### src/verilog/hlcc_defs.vh
// constants for the link command and device conceal register bank
`ifndef HLCC_DEFS_VH
`define HLCC_DEFS_VH

// ***********************************************************
// register byte offsets
// ***********************************************************
`define HLCC_ADDR_W          8
`define HLCC_OFF_LINK_CMD    8'h40
`define HLCC_OFF_CONCEAL     8'h44

// ***********************************************************
// link command register fields
// ***********************************************************
`define HLCC_ID_HI           23
`define HLCC_ID_LO           21
`define HLCC_SLICE_HI        19
`define HLCC_SLICE_LO        16
`define HLCC_WIDTH_HI        15
`define HLCC_WIDTH_LO        14
`define HLCC_RVALID_BIT      13
`define HLCC_RATE_HI         12
`define HLCC_RATE_LO         10
`define HLCC_MAX_PACKET_DATA_HI         3
`define HLCC_MAX_PACKET_DATA_LO         1
`define HLCC_LINK_CMD_RST    32'h00202802
`define HLCC_LINK_ID_RST     3'h1
`define HLCC_SLICE_RST       4'h0
`define HLCC_WIDTH_8BIT      2'h0
`define HLCC_RATE_VALID      1'b1
`define HLCC_RATE_4X         3'h2
`define HLCC_MAX_PACKET_DATA_64B        3'h1
`define HLCC_SLICE_UNIT      32'h00000004
`define HLCC_STRAP_SETTLE    2'h3
`define HLCC_MAX_BYTES       7'h40

// ***********************************************************
// device conceal register fields
// ***********************************************************
`define HLCC_SLOTS           6
`define HLCC_LAN_BIT         8
`define HLCC_IDSEL_BASE      16
`define HLCC_LAN_IDSEL       24
`define HLCC_CONCEAL_RST     6'h00
`define HLCC_LAN_RST         1'b0

`endif

### src/verilog/hlcc_slice_timer.v
// arbiter time-slice counter for the upstream link
`timescale 1ns/100ps
`include "hlcc_defs.vh"
module hlcc_slice_timer #(
    parameter CNT_W = 6
) (
    input  wire             clk,
    input  wire             rst_n,
    input  wire [3:0]       link_arbiter_slice,
    input  wire             own_start,
    input  wire             msg_done,
    input  wire             other_req,
    output wire             slice_expired,
    output reg              yield_q
);

    reg  [CNT_W-1:0] cnt_q;
    reg  [CNT_W-1:0] cnt_d;
    wire [31:0]      load_val;

    // slice scaled to base clocks, wide enough for any slice
    assign load_val = {28'h0000000, link_arbiter_slice} * `HLCC_SLICE_UNIT;

    // ***********************************************************
    // slice countdown
    // ***********************************************************
    // load slice times the unit on taking the link, then count down
    always @* begin
        cnt_d = cnt_q;
        if (own_start) begin
            cnt_d = load_val[CNT_W-1:0];
        end else if (cnt_q != {CNT_W{1'b0}}) begin
            cnt_d = cnt_q - {{(CNT_W-1){1'b0}}, 1'b1};
        end
    end

    always @(posedge clk or negedge rst_n) begin
        if (!rst_n) begin
            cnt_q <= {CNT_W{1'b0}};
        end else begin
            cnt_q <= cnt_d;
        end
    end

    // zero slice or spent count means already expired
    assign slice_expired = (cnt_q == {CNT_W{1'b0}});

    // ***********************************************************
    // hand the link over after a message
    // ***********************************************************
    always @(posedge clk or negedge rst_n) begin
        if (!rst_n) begin
            yield_q <= 1'b0;
        end else begin
            yield_q <= msg_done & other_req & slice_expired;
        end
    end

endmodule // hlcc_slice_timer

### src/verilog/hlcc_top.v
// link command and device conceal registers with avalon-mm access
//
// Summary of operation
// - read-only link id, used to tag requests and route completions
// - writable 4-bit arbiter slice, counted in units of 4 clocks
// - zero slice is expired; other master served after a message only once the slice is spent
// - link width field always reads 00, an 8-bit link
// - rate valid bit always reads one
// - rate field loads 010 (1:4) at reset, then takes the strap once it has settled after reset release
// - max data field reads 001; packets always burst 64 bytes
// - concealed slot keeps its idsel low during configuration cycles
// - slot n idsel is ad line 16 plus n, controlled by bit n
// - bit 8 conceals the lan function by masking its config decode
// - lan conceal leaves the bus configuration cycle untouched
// - clear conceal bit passes configuration cycles unmodified
// - conceal register reads zero after reset
`timescale 1ns/100ps
`include "hlcc_defs.vh"
module hlcc_top #(
    parameter LINK_ID = `HLCC_LINK_ID_RST
) (
    input  wire                    sys_clk,
    input  wire                    arst_n,
    // avalon-mm slave
    input  wire [`HLCC_ADDR_W-1:0] avs_address,
    input  wire                    avs_read,
    input  wire                    avs_write,
    input  wire [31:0]             avs_writedata,
    input  wire [3:0]              avs_byteenable,
    output reg  [31:0]             avs_readdata,
    output wire                    avs_waitrequest,
    // rate strap from the attached link partner
    input  wire [2:0]              link_rate_strap,
    // upstream link packets
    input  wire                    req_issue,
    output reg  [2:0]              req_src_id_q,
    input  wire                    cpl_valid,
    input  wire [2:0]              cpl_dest_id,
    output reg                     cpl_for_us_q,
    // upstream link arbitration
    input  wire                    link_own_start,
    input  wire                    link_msg_done,
    input  wire                    link_other_req,
    output wire                    link_slice_expired,
    output wire                    link_yield_q,
    output wire [6:0]              max_packet_bytes,
    // pci configuration cycles
    input  wire                    cfg_cycle,
    input  wire [31:0]             cfg_ad,
    output reg  [`HLCC_SLOTS-1:0]  idsel_out_q,
    input  wire                    lan_cfg_hit,
    output reg                     lan_cfg_hit_q
);

    // ***********************************************************
    // reset release
    // ***********************************************************
    reg              rst_meta_q;
    reg              rst_n_q;

    always @(posedge sys_clk or negedge arst_n) begin
        if (!arst_n) begin
            rst_meta_q <= 1'b0;
            rst_n_q    <= 1'b0;
        end else begin
            rst_meta_q <= 1'b1;
            rst_n_q    <= rst_meta_q;
        end
    end

    // ***********************************************************
    // fixed link identity
    // ***********************************************************
    wire [2:0]       link_id_w;

    // identity cut to the 3-bit field once, shared by all users
    assign link_id_w = LINK_ID[2:0];

    // ***********************************************************
    // rate strap capture
    // ***********************************************************
    reg  [2:0]       strap_meta_q;
    reg  [2:0]       strap_sync_q;
    reg  [1:0]       strap_wait_q;
    wire             strap_ready;
    reg              strap_done_q;
    reg  [2:0]       link_rate_code_q;

    // two-stage synchroniser on the strap pins
    always @(posedge sys_clk or negedge rst_n_q) begin
        if (!rst_n_q) begin
            strap_meta_q <= 3'h0;
            strap_sync_q <= 3'h0;
        end else begin
            strap_meta_q <= link_rate_strap;
            strap_sync_q <= strap_meta_q;
        end
    end

    // settle count so the strap is read only once it has passed both flops
    always @(posedge sys_clk or negedge rst_n_q) begin
        if (!rst_n_q) begin
            strap_wait_q <= 2'h0;
        end else if (!strap_ready) begin
            strap_wait_q <= strap_wait_q + 2'h1;
        end
    end

    // strap trusted after the settle count
    assign strap_ready = (strap_wait_q == `HLCC_STRAP_SETTLE);

    // take the strap once, after it has passed the synchroniser
    always @(posedge sys_clk or negedge rst_n_q) begin
        if (!rst_n_q) begin
            strap_done_q     <= 1'b0;
            link_rate_code_q <= `HLCC_RATE_4X;
        end else if (!strap_done_q && strap_ready) begin
            strap_done_q     <= 1'b1;
            link_rate_code_q <= strap_sync_q;
        end
    end

    // ***********************************************************
    // bus slave handshake
    // ***********************************************************
    reg              ack_q;
    wire             req_any;
    wire             wr_en;
    wire             hit_cmd;
    wire             hit_conceal;
    wire             rd_take;
    wire             wr_slice;
    wire             wr_slots;
    wire             wr_lan;

    assign req_any         = avs_read | avs_write;
    assign avs_waitrequest = req_any & ~ack_q;
    assign wr_en           = avs_write & ack_q;
    assign rd_take         = avs_read & ~ack_q;
    assign hit_cmd         = (avs_address == `HLCC_OFF_LINK_CMD);
    assign hit_conceal     = (avs_address == `HLCC_OFF_CONCEAL);

    // lane-qualified strobes; other lanes hold only reserved or read-only bits
    assign wr_slice = wr_en & hit_cmd & avs_byteenable[2];
    assign wr_slots = wr_en & hit_conceal & avs_byteenable[0];
    assign wr_lan   = wr_en & hit_conceal & avs_byteenable[1];

    // one wait cycle for every access
    always @(posedge sys_clk or negedge rst_n_q) begin
        if (!rst_n_q) begin
            ack_q <= 1'b0;
        end else begin
            ack_q <= req_any & ~ack_q;
        end
    end

    // ***********************************************************
    // writable fields
    // ***********************************************************
    reg  [3:0]              link_arbiter_slice_q;
    reg  [`HLCC_SLOTS-1:0]  conceal_slot_q;
    reg                     conceal_lan_function_q;

    // only the slice bits of the command word take writes
    always @(posedge sys_clk or negedge rst_n_q) begin
        if (!rst_n_q) begin
            link_arbiter_slice_q <= `HLCC_SLICE_RST;
        end else if (wr_slice) begin
            link_arbiter_slice_q <=
                avs_writedata[`HLCC_SLICE_HI:`HLCC_SLICE_LO];
        end
    end

    // slot conceal bits live in byte 0
    always @(posedge sys_clk or negedge rst_n_q) begin
        if (!rst_n_q) begin
            conceal_slot_q <= `HLCC_CONCEAL_RST;
        end else if (wr_slots) begin
            conceal_slot_q <= avs_writedata[`HLCC_SLOTS-1:0];
        end
    end

    // lan conceal bit lives in byte 1
    always @(posedge sys_clk or negedge rst_n_q) begin
        if (!rst_n_q) begin
            conceal_lan_function_q <= `HLCC_LAN_RST;
        end else if (wr_lan) begin
            conceal_lan_function_q <=
                avs_writedata[`HLCC_LAN_BIT];
        end
    end

    // ***********************************************************
    // read data
    // ***********************************************************
    reg  [31:0]      cmd_word;
    reg  [31:0]      conceal_word;

    // command read view, reserved bits held at zero
    always @* begin
        cmd_word = 32'h00000000;
        cmd_word[`HLCC_ID_HI:`HLCC_ID_LO] = link_id_w;
        cmd_word[`HLCC_SLICE_HI:`HLCC_SLICE_LO] = link_arbiter_slice_q;
        cmd_word[`HLCC_WIDTH_HI:`HLCC_WIDTH_LO] = `HLCC_WIDTH_8BIT;
        cmd_word[`HLCC_RVALID_BIT] = `HLCC_RATE_VALID;
        cmd_word[`HLCC_RATE_HI:`HLCC_RATE_LO] = link_rate_code_q;
        cmd_word[`HLCC_MAX_PACKET_DATA_HI:`HLCC_MAX_PACKET_DATA_LO] = `HLCC_MAX_PACKET_DATA_64B;
    end

    // conceal read view, reserved bits held at zero
    always @* begin
        conceal_word = 32'h00000000;
        conceal_word[`HLCC_SLOTS-1:0] = conceal_slot_q;
        conceal_word[`HLCC_LAN_BIT] = conceal_lan_function_q;
    end

    // read data registered in the wait cycle, zero when unmapped
    always @(posedge sys_clk or negedge rst_n_q) begin
        if (!rst_n_q) begin
            avs_readdata <= 32'h00000000;
        end else if (rd_take) begin
            if (hit_cmd) begin
                avs_readdata <= cmd_word;
            end else if (hit_conceal) begin
                avs_readdata <= conceal_word;
            end else begin
                avs_readdata <= 32'h00000000;
            end
        end
    end

    // ***********************************************************
    // upstream link packet identity
    // ***********************************************************
    // tag every issued request with our id
    always @(posedge sys_clk or negedge rst_n_q) begin
        if (!rst_n_q) begin
            req_src_id_q <= 3'h0;
        end else if (req_issue) begin
            req_src_id_q <= link_id_w;
        end
    end

    // flag completions that route back to us, one cycle
    always @(posedge sys_clk or negedge rst_n_q) begin
        if (!rst_n_q) begin
            cpl_for_us_q <= 1'b0;
        end else begin
            cpl_for_us_q <= cpl_valid & (cpl_dest_id == link_id_w);
        end
    end

    // ***********************************************************
    // packet size
    // ***********************************************************
    // every packet bursts the full 64 bytes
    assign max_packet_bytes = `HLCC_MAX_BYTES;

    // ***********************************************************
    // arbiter time slice
    // ***********************************************************
    hlcc_slice_timer #(
        .CNT_W              (6)
    ) u_slice (
        .clk                (sys_clk),
        .rst_n              (rst_n_q),
        .link_arbiter_slice (link_arbiter_slice_q),
        .own_start          (link_own_start),
        .msg_done           (link_msg_done),
        .other_req          (link_other_req),
        .slice_expired      (link_slice_expired),
        .yield_q            (link_yield_q)
    );

    // ***********************************************************
    // configuration idsel masking
    // ***********************************************************
    genvar g;
    generate
        for (g = 0; g < `HLCC_SLOTS; g = g + 1) begin : g_slot
            // slot g follows ad line 16+g unless concealed in config
            always @(posedge sys_clk or negedge rst_n_q) begin
                if (!rst_n_q) begin
                    idsel_out_q[g] <= 1'b0;
                end else if (cfg_cycle && conceal_slot_q[g]) begin
                    idsel_out_q[g] <= 1'b0;
                end else begin
                    idsel_out_q[g] <=
                        cfg_ad[`HLCC_IDSEL_BASE + g];
                end
            end
        end
    endgenerate

    // lan decode masked internally, bus cycle left as it is
    always @(posedge sys_clk or negedge rst_n_q) begin
        if (!rst_n_q) begin
            lan_cfg_hit_q <= 1'b0;
        end else begin
            lan_cfg_hit_q <=
                lan_cfg_hit & ~conceal_lan_function_q;
        end
    end

endmodule // hlcc_top
### config.mk
export PLATFORM = sky130hd
export DESIGN_NAME = hlcc_top
export DESIGN_NICKNAME = d
export VERILOG_FILES = /design/src/verilog/hlcc_slice_timer.v /design/src/verilog/hlcc_top.v
export VERILOG_INCLUDE_DIRS = /design/src /design/src/verilog
export SDC_FILE = /design/constraint.sdc
export NUM_CORES = 1
export LEC_CHECK = 0
export BUFFER_PORTS_ARGS = -buffer_cell sky130_fd_sc_hd__buf_2
export CAP_MARGIN = 10
export CORE_MARGIN = 5
export CORE_UTILIZATION = 39
export DETAILED_ROUTE_END_ITERATION = 7
export PLACE_DENSITY = 0.85
export SLEW_MARGIN = 25
export SYNTH_ARGS = -nofsm -noshare
export SYNTH_HDL_FRONTEND = slang
export SYNTH_SLANG_ARGS = --single-unit
### constraint.sdc
create_clock -name sys_clk -period 1.8 [get_ports sys_clk]
set_clock_uncertainty 0.2 [all_clocks]
set_input_delay 0.36 -clock sys_clk [delete_from_list [all_inputs] [get_ports sys_clk]]
set_output_delay 0.36 -clock sys_clk [all_outputs]
set_load 0.05 [all_outputs]
## Word level (Yosys, flattened, before mapping)

Index checks and enable logic that the tools add are counted.

- Register bits after elaboration: 74
- Input port bits: 93
- Output and inout bits: 53
- Logic and storage cells: 65

- $add $sub $neg: 2
- Equality and inequality tests: 4
- Mux-type cells: 10
- Bitwise gates (word level): 15
- Reduce and logical (&&, ||, !) cells: 11

Operator list:

| cell | count |
|---|---|
| $mux W32 | 1 |
| $eq A8 B7 Y1 const B | 2 |
| $and A1 B1 Y1 | 12 |
| $mux W6 | 2 |
| $mux W9 | 1 |
| $logic_and A1 B1 Y1 | 7 |
| $logic_not A6 Y1 | 1 |
| $mux W1 | 6 |
| $reduce_bool A6 Y1 | 1 |
| $sub A6 B1 Y6 const B | 1 |
| $eq A3 B1 Y1 const B | 1 |
| $add A2 B1 Y2 const B | 1 |
| $eq A2 B2 Y1 const B | 1 |
| $not A1 Y1 | 2 |
| $reduce_bool A2 Y1 | 1 |
| $logic_not A1 Y1 | 1 |
| $or A1 B1 Y1 | 1 |

## Depth between registers and ports, before layout

- Depth in word-level cells: 3
- Gate-level depth with buffers: 5
- Depth with buffers taken out: 5

## Cells and area by module

Synthesis repeated with hierarchy kept, for this count alone.

- Cells, all modules: 192
- Area, all modules: 2443.6 um^2

By module, submodules not included:

| module | times used | cells each | area an instance (um^2) | seq. area each (um^2) |
|---|---|---|---|---|
| hlcc_top | 1 | 154 | 2042.0 | 1252.5 |
| hlcc_slice_timer | 1 | 38 | 401.6 | 175.2 |

## Worst setup path before layout

No wires, ideal clock.

- Path type: reg2out
- From: reg u_slice.cnt_q[2]
- To: out link_slice_expired
- Arrival time: 1221 ps
- Required time: 1240 ps
- Setup slack: 19 ps
- Cell stages (with the launch flop): 4
- Buffers on the path: 0
- Cells stage by stage: dfrtp_1 > nor4_1 > nand2_1 > inv_1

- Word-level cells in the longest chain between the ends: 1

Ends and longest elaborated chain:

| what | RTL line | RTL |
|---|---|---|
| start: declaration | hlcc_slice_timer.v:17 | `reg [CNT_W-1:0] cnt_q;` |
| start signal: assignment | hlcc_slice_timer.v:39 | `cnt_q <= {CNT_W{1'b0}};` |
| start signal: assignment | hlcc_slice_timer.v:41 | `cnt_q <= cnt_d;` |
| $logic_not A6 Y1 | hlcc_slice_timer.v:46 | `assign slice_expired = (cnt_q == {CNT_W{1'b0}});` |
| end: declaration | hlcc_top.v:44 | `output wire link_slice_expired,` |

Every way passes these cells.

## Worst setup path after layout

- From: reg u_slice.cnt_q[4]
- To: out link_slice_expired

The elaborated chain is that of the path after synthesis.

==> out/results.tsv <==
stage	metric	value	unit
power	LEAKAGE	1.631	nW
grt	largest net degree at the start of global routing	34	
setup_path	critical path endpoint category	output port	
route	# DRC	0	
synth	Post-Synth Adder-Cell Area	0.01552	
sta	Tcrit/Tclk final	1.081	
clocking	Clock transition at path regs	0.06	ns
synth	post-synthesis compound-gate area fraction	0.07760	
floorplan	die area	0.007877	mm2
floorplan	# IOs	146	
clocking	TritonCTS Sinks	57	
clocking	H-tree depth	3	
synth	largest cells by area after synthesis	dfrtp_1, buf_4, mux2_2, nand2_1, a22o_1	
clocking	CTS Buf Count	9	
floorplan	Chip Height	88.75	um
setup_path	Required @ worst endpoint	1.24	ns
cells_and_area	synthesis-to-layout area growth	31.40	%
grt	total congestion overflow	0	
worst_hold_path	HP Class	input pin to flop	
power	Clk network pwr share	0.326	
synth	synthesized area per cell	12.34	um2
cells_and_area	ant diodes	0	
route	via count	1703	
placement	DP Wirelength	3902	um
synth	post-synthesis mux area share	0.07398	
sta	final setup fails	1	
route	vias per cell	4.553	
floorplan	placement row count	28	
synth	Unique masters post-synth	38	
synth	area share of the largest cell type after synthesis	0.5794	
route	Top Layer Used	met4	
job	maxcap violations	0	
route	final wirelength	5320	um
clocking	Bufs on Longest Clock Path	2	
placement	input/output buffers	72	
sta	setup TNS	-0.1465	ns
synth	Mapped Cells	196	
route	metal3 WL	460	um
floorplan	core area	0.005991	mm2
clocking	clock latency at the later pin of the worst-skew pair	0.33	ns
setup_path	CP arrival	1.39	ns
power	sequential power share	0.390	
synth	FF+latch count, synth	57	
power	Tot Pwr	3.651	mW
synth	Post-Synth Simple-Gate Area	0.1314	
synth	Post-synth top flop	dfrtp_1	
synth	xor/xnor cell area share of the yosys netlist	0.01449	
sta	crit path time final	1.946	ns
sta	hold_ws	0.02853	ns
sta	final count of hold timing violations	0	
synth	Synth area leader	dfrtp_1	
grt	Total GRT Usage	0.1505	
sta	RSZ-0062 raised after global routing	true	
placement	post-place setup slack	0.01169	ns
sta	transition time of the tightest slew-check pin	0.6865	ns
route	initial DRC count	27	
power	Switching Share	0.3039	
synth	YS warnings	0	
status	status	finished with violations	
setup_path	cell-by-cell trace of the critical path	nor4_4, nand2_2, inv_2, buf_8	
placement	Inst Count DP	346	
sta	slew margin rel.	0.5423	
route	length of routed met2 wiring	2693	um
clocking	CTS tree	built	
cells_and_area	Final Non-Filler Cells	374	
setup_path	slowest cell delay on critical path	0.41	ns
clocking	clock tree root buffer cell	clkbuf_8	
power	Worst VDD drop	0.7951	mV
synth	EDFF count, synth	0	
power	Logic pwr share	0.284	
cells_and_area	Nets	390	
grt	first-pass GRT wire length	8659	um
grt	initial antenna violation count	0	
grt	vias in the first global route	1846	
power	Internal Power	2.541	mW
setup_path	crit path kind	flop to output port	
status	failing checks	negative setup slack	
placement	Cell Area, Placed	0.002820	mm2
cells_and_area	share of layout cells above drive strength 1	0.4314	
route	Wirelength per Cell	14.22	um
power	Power Density	1149	mW/mm2
synth	main combinational cell family by area after synthesis	simple AND/OR/NAND/NOR gates	
synth	Async SR Flop Fraction	1.000	
cells_and_area	Finished Cell Area	0.003178	mm2
power	Psw	1.110	mW
synth	Cell Area, Synth	0.002419	mm2
setup_path	CP max stage cell	dfrtp_1	
synth	post-synthesis sequential area ratio	0.5903	
floorplan	die width	88.75	um
route	met1 wire length	2054	um
setup_path	crit path launch type	flop	
floorplan	Starting Density	0.4037	
sta	worst setup margin	-0.1465	ns
cells_and_area	filler instances	538	
sta	max-slew violations	0	
sta	max frequency	513.8	MHz
route	Antenna Nets Post-Route	0	
cells_and_area	final core utilization	0.5305	
placement	GP Congestion	0.7618	
route	1st-pass router iterations	4	
setup_path	CP max FO	2	
-- cell usage after synthesis (2+ instances only) --
master    count
conb_1        2
a21boi_0      6
a22o_1        7
nor3_1        5
nor2_1        4
nand2_1      22
o21ai_0       6
clkbuf_1      2
o31ai_1       3
dfrtp_1      56
nand3_1       2
buf_4        26
xnor2_1       4
or2_2         2
and3_1        5
nor2b_1       3
ha_1          3
inv_1         4
mux2_2       15
-- critical path, delay by kind of cell, from the launching register on --
| family | cells | cell delay, ns |
|---|---|---|
| AND/OR/NAND/NOR | 2 | 0.44 |
| flip-flops | 1 | 0.41 |
| buffers and inverters | 2 | 0.22 |
-- power groups by stage --
stage	combinational, mW	sequential (mW)	clock [mW]
after floorplan	0.525	1.50	0
after global placement	0.759	1.43	0
after detailed placement	0.775	1.43	0
after CTS	1.01	1.41	1.22
after global routing	1.12	1.43	1.28
final	1.04	1.42	1.19
-- state kept, by name (all words and copies together) (netlist names) --
register	count
link_rate_code_q	3
conceal_lan_function_q	1
conceal_slot_q	6
strap_wait_q	2
req_src_id_q	1
rst_n_q	1
lan_cfg_hit_q	1
cpl_for_us_q	1
strap_done_q	1
idsel_out_q	6
avs_readdata	15
ack_q	1
u_slice.cnt_q	6
link_arbiter_slice_q	4
rst_meta_q	1
u_slice.yield_q	1
strap_meta_q	3
strap_sync_q	3
-- layer usage --
metal / GRT usage / vias to the layer above
li1: - / 820
met1: 0.1675 / 805
met2: 0.2490 / 66
met3: 0.06704 / 12
met4: 0.06593 / 0
met5: 0 / -
-- cell type report --
cell class,instances,area [um2],share of cell area
Multi-Input combinational cell,129,877.1,0.2760
Tap cell,75,93.84,0.02953
Timing Repair Buffer,93,564.3,0.1776
Clock inverter,3,40.04,0.01260
Clock buffer,13,158.9,0.05000
Inverter,4,15.01,0.004724
Sequential cell,57,1429,0.4496
-- path summary, 6_finish.rpt --
path	from	end	slack (ns)	cells past startpoint
max	u_slice.cnt_q[4]	link_slice_expired	-0.15	4
min	req_issue	req_src_id_q[0]	0.03	2
max reg2reg	u_slice.cnt_q[4]	u_slice.cnt_q[1]	0.07	7
min reg2reg	rst_n_q	strap_meta_q[0]	0.05	1
max in group asynchronous	rst_n_q	idsel_out_q[1]	0.99	1
min in group asynchronous	rst_n_q	strap_meta_q[0]	0.05	1
-- cell families (layout without fill, tap and decap cells) --
group,Yosys count,in the layout
AND/OR/NAND/NOR,54,54
other,2,26
multiplexers,16,16
AO/OA/AOI/OAI,26,26
flip-flops,57,57
buffers and inverters,34,113
adder cells (fa/ha/maj),3,3
XOR/XNOR,4,4
-- placed cells by master, fill, tap and decap left out, types with 2 or more instances in the layout --
cell type,instances
a21boi_0,6
a22o_1,7
and3_1,5
buf_2,70
buf_4,11
buf_6,5
clkbuf_1,2
clkbuf_8,11
clkinv_2,2
conb_1,26
dfrtp_1,55
dlygate4sd3_1,6
ha_1,3
inv_1,3
mux2_2,15
nand2_1,21
nand3_1,2
nor2_1,4
nor2b_1,3
nor3_1,5
o21ai_0,6
o31ai_1,3
or2_2,2
xnor2_1,4
-- timing repair --
action                                 CTS  global route
resized for setup                       10             6
pin swaps                                3             2
hold buffers                             6             0
setup buffers                            6             2
endpoints found under the hold margin    6             0
cloned                                   0             0
setup endpoints to repair                1             3
(Power assumes the default switching activity.)
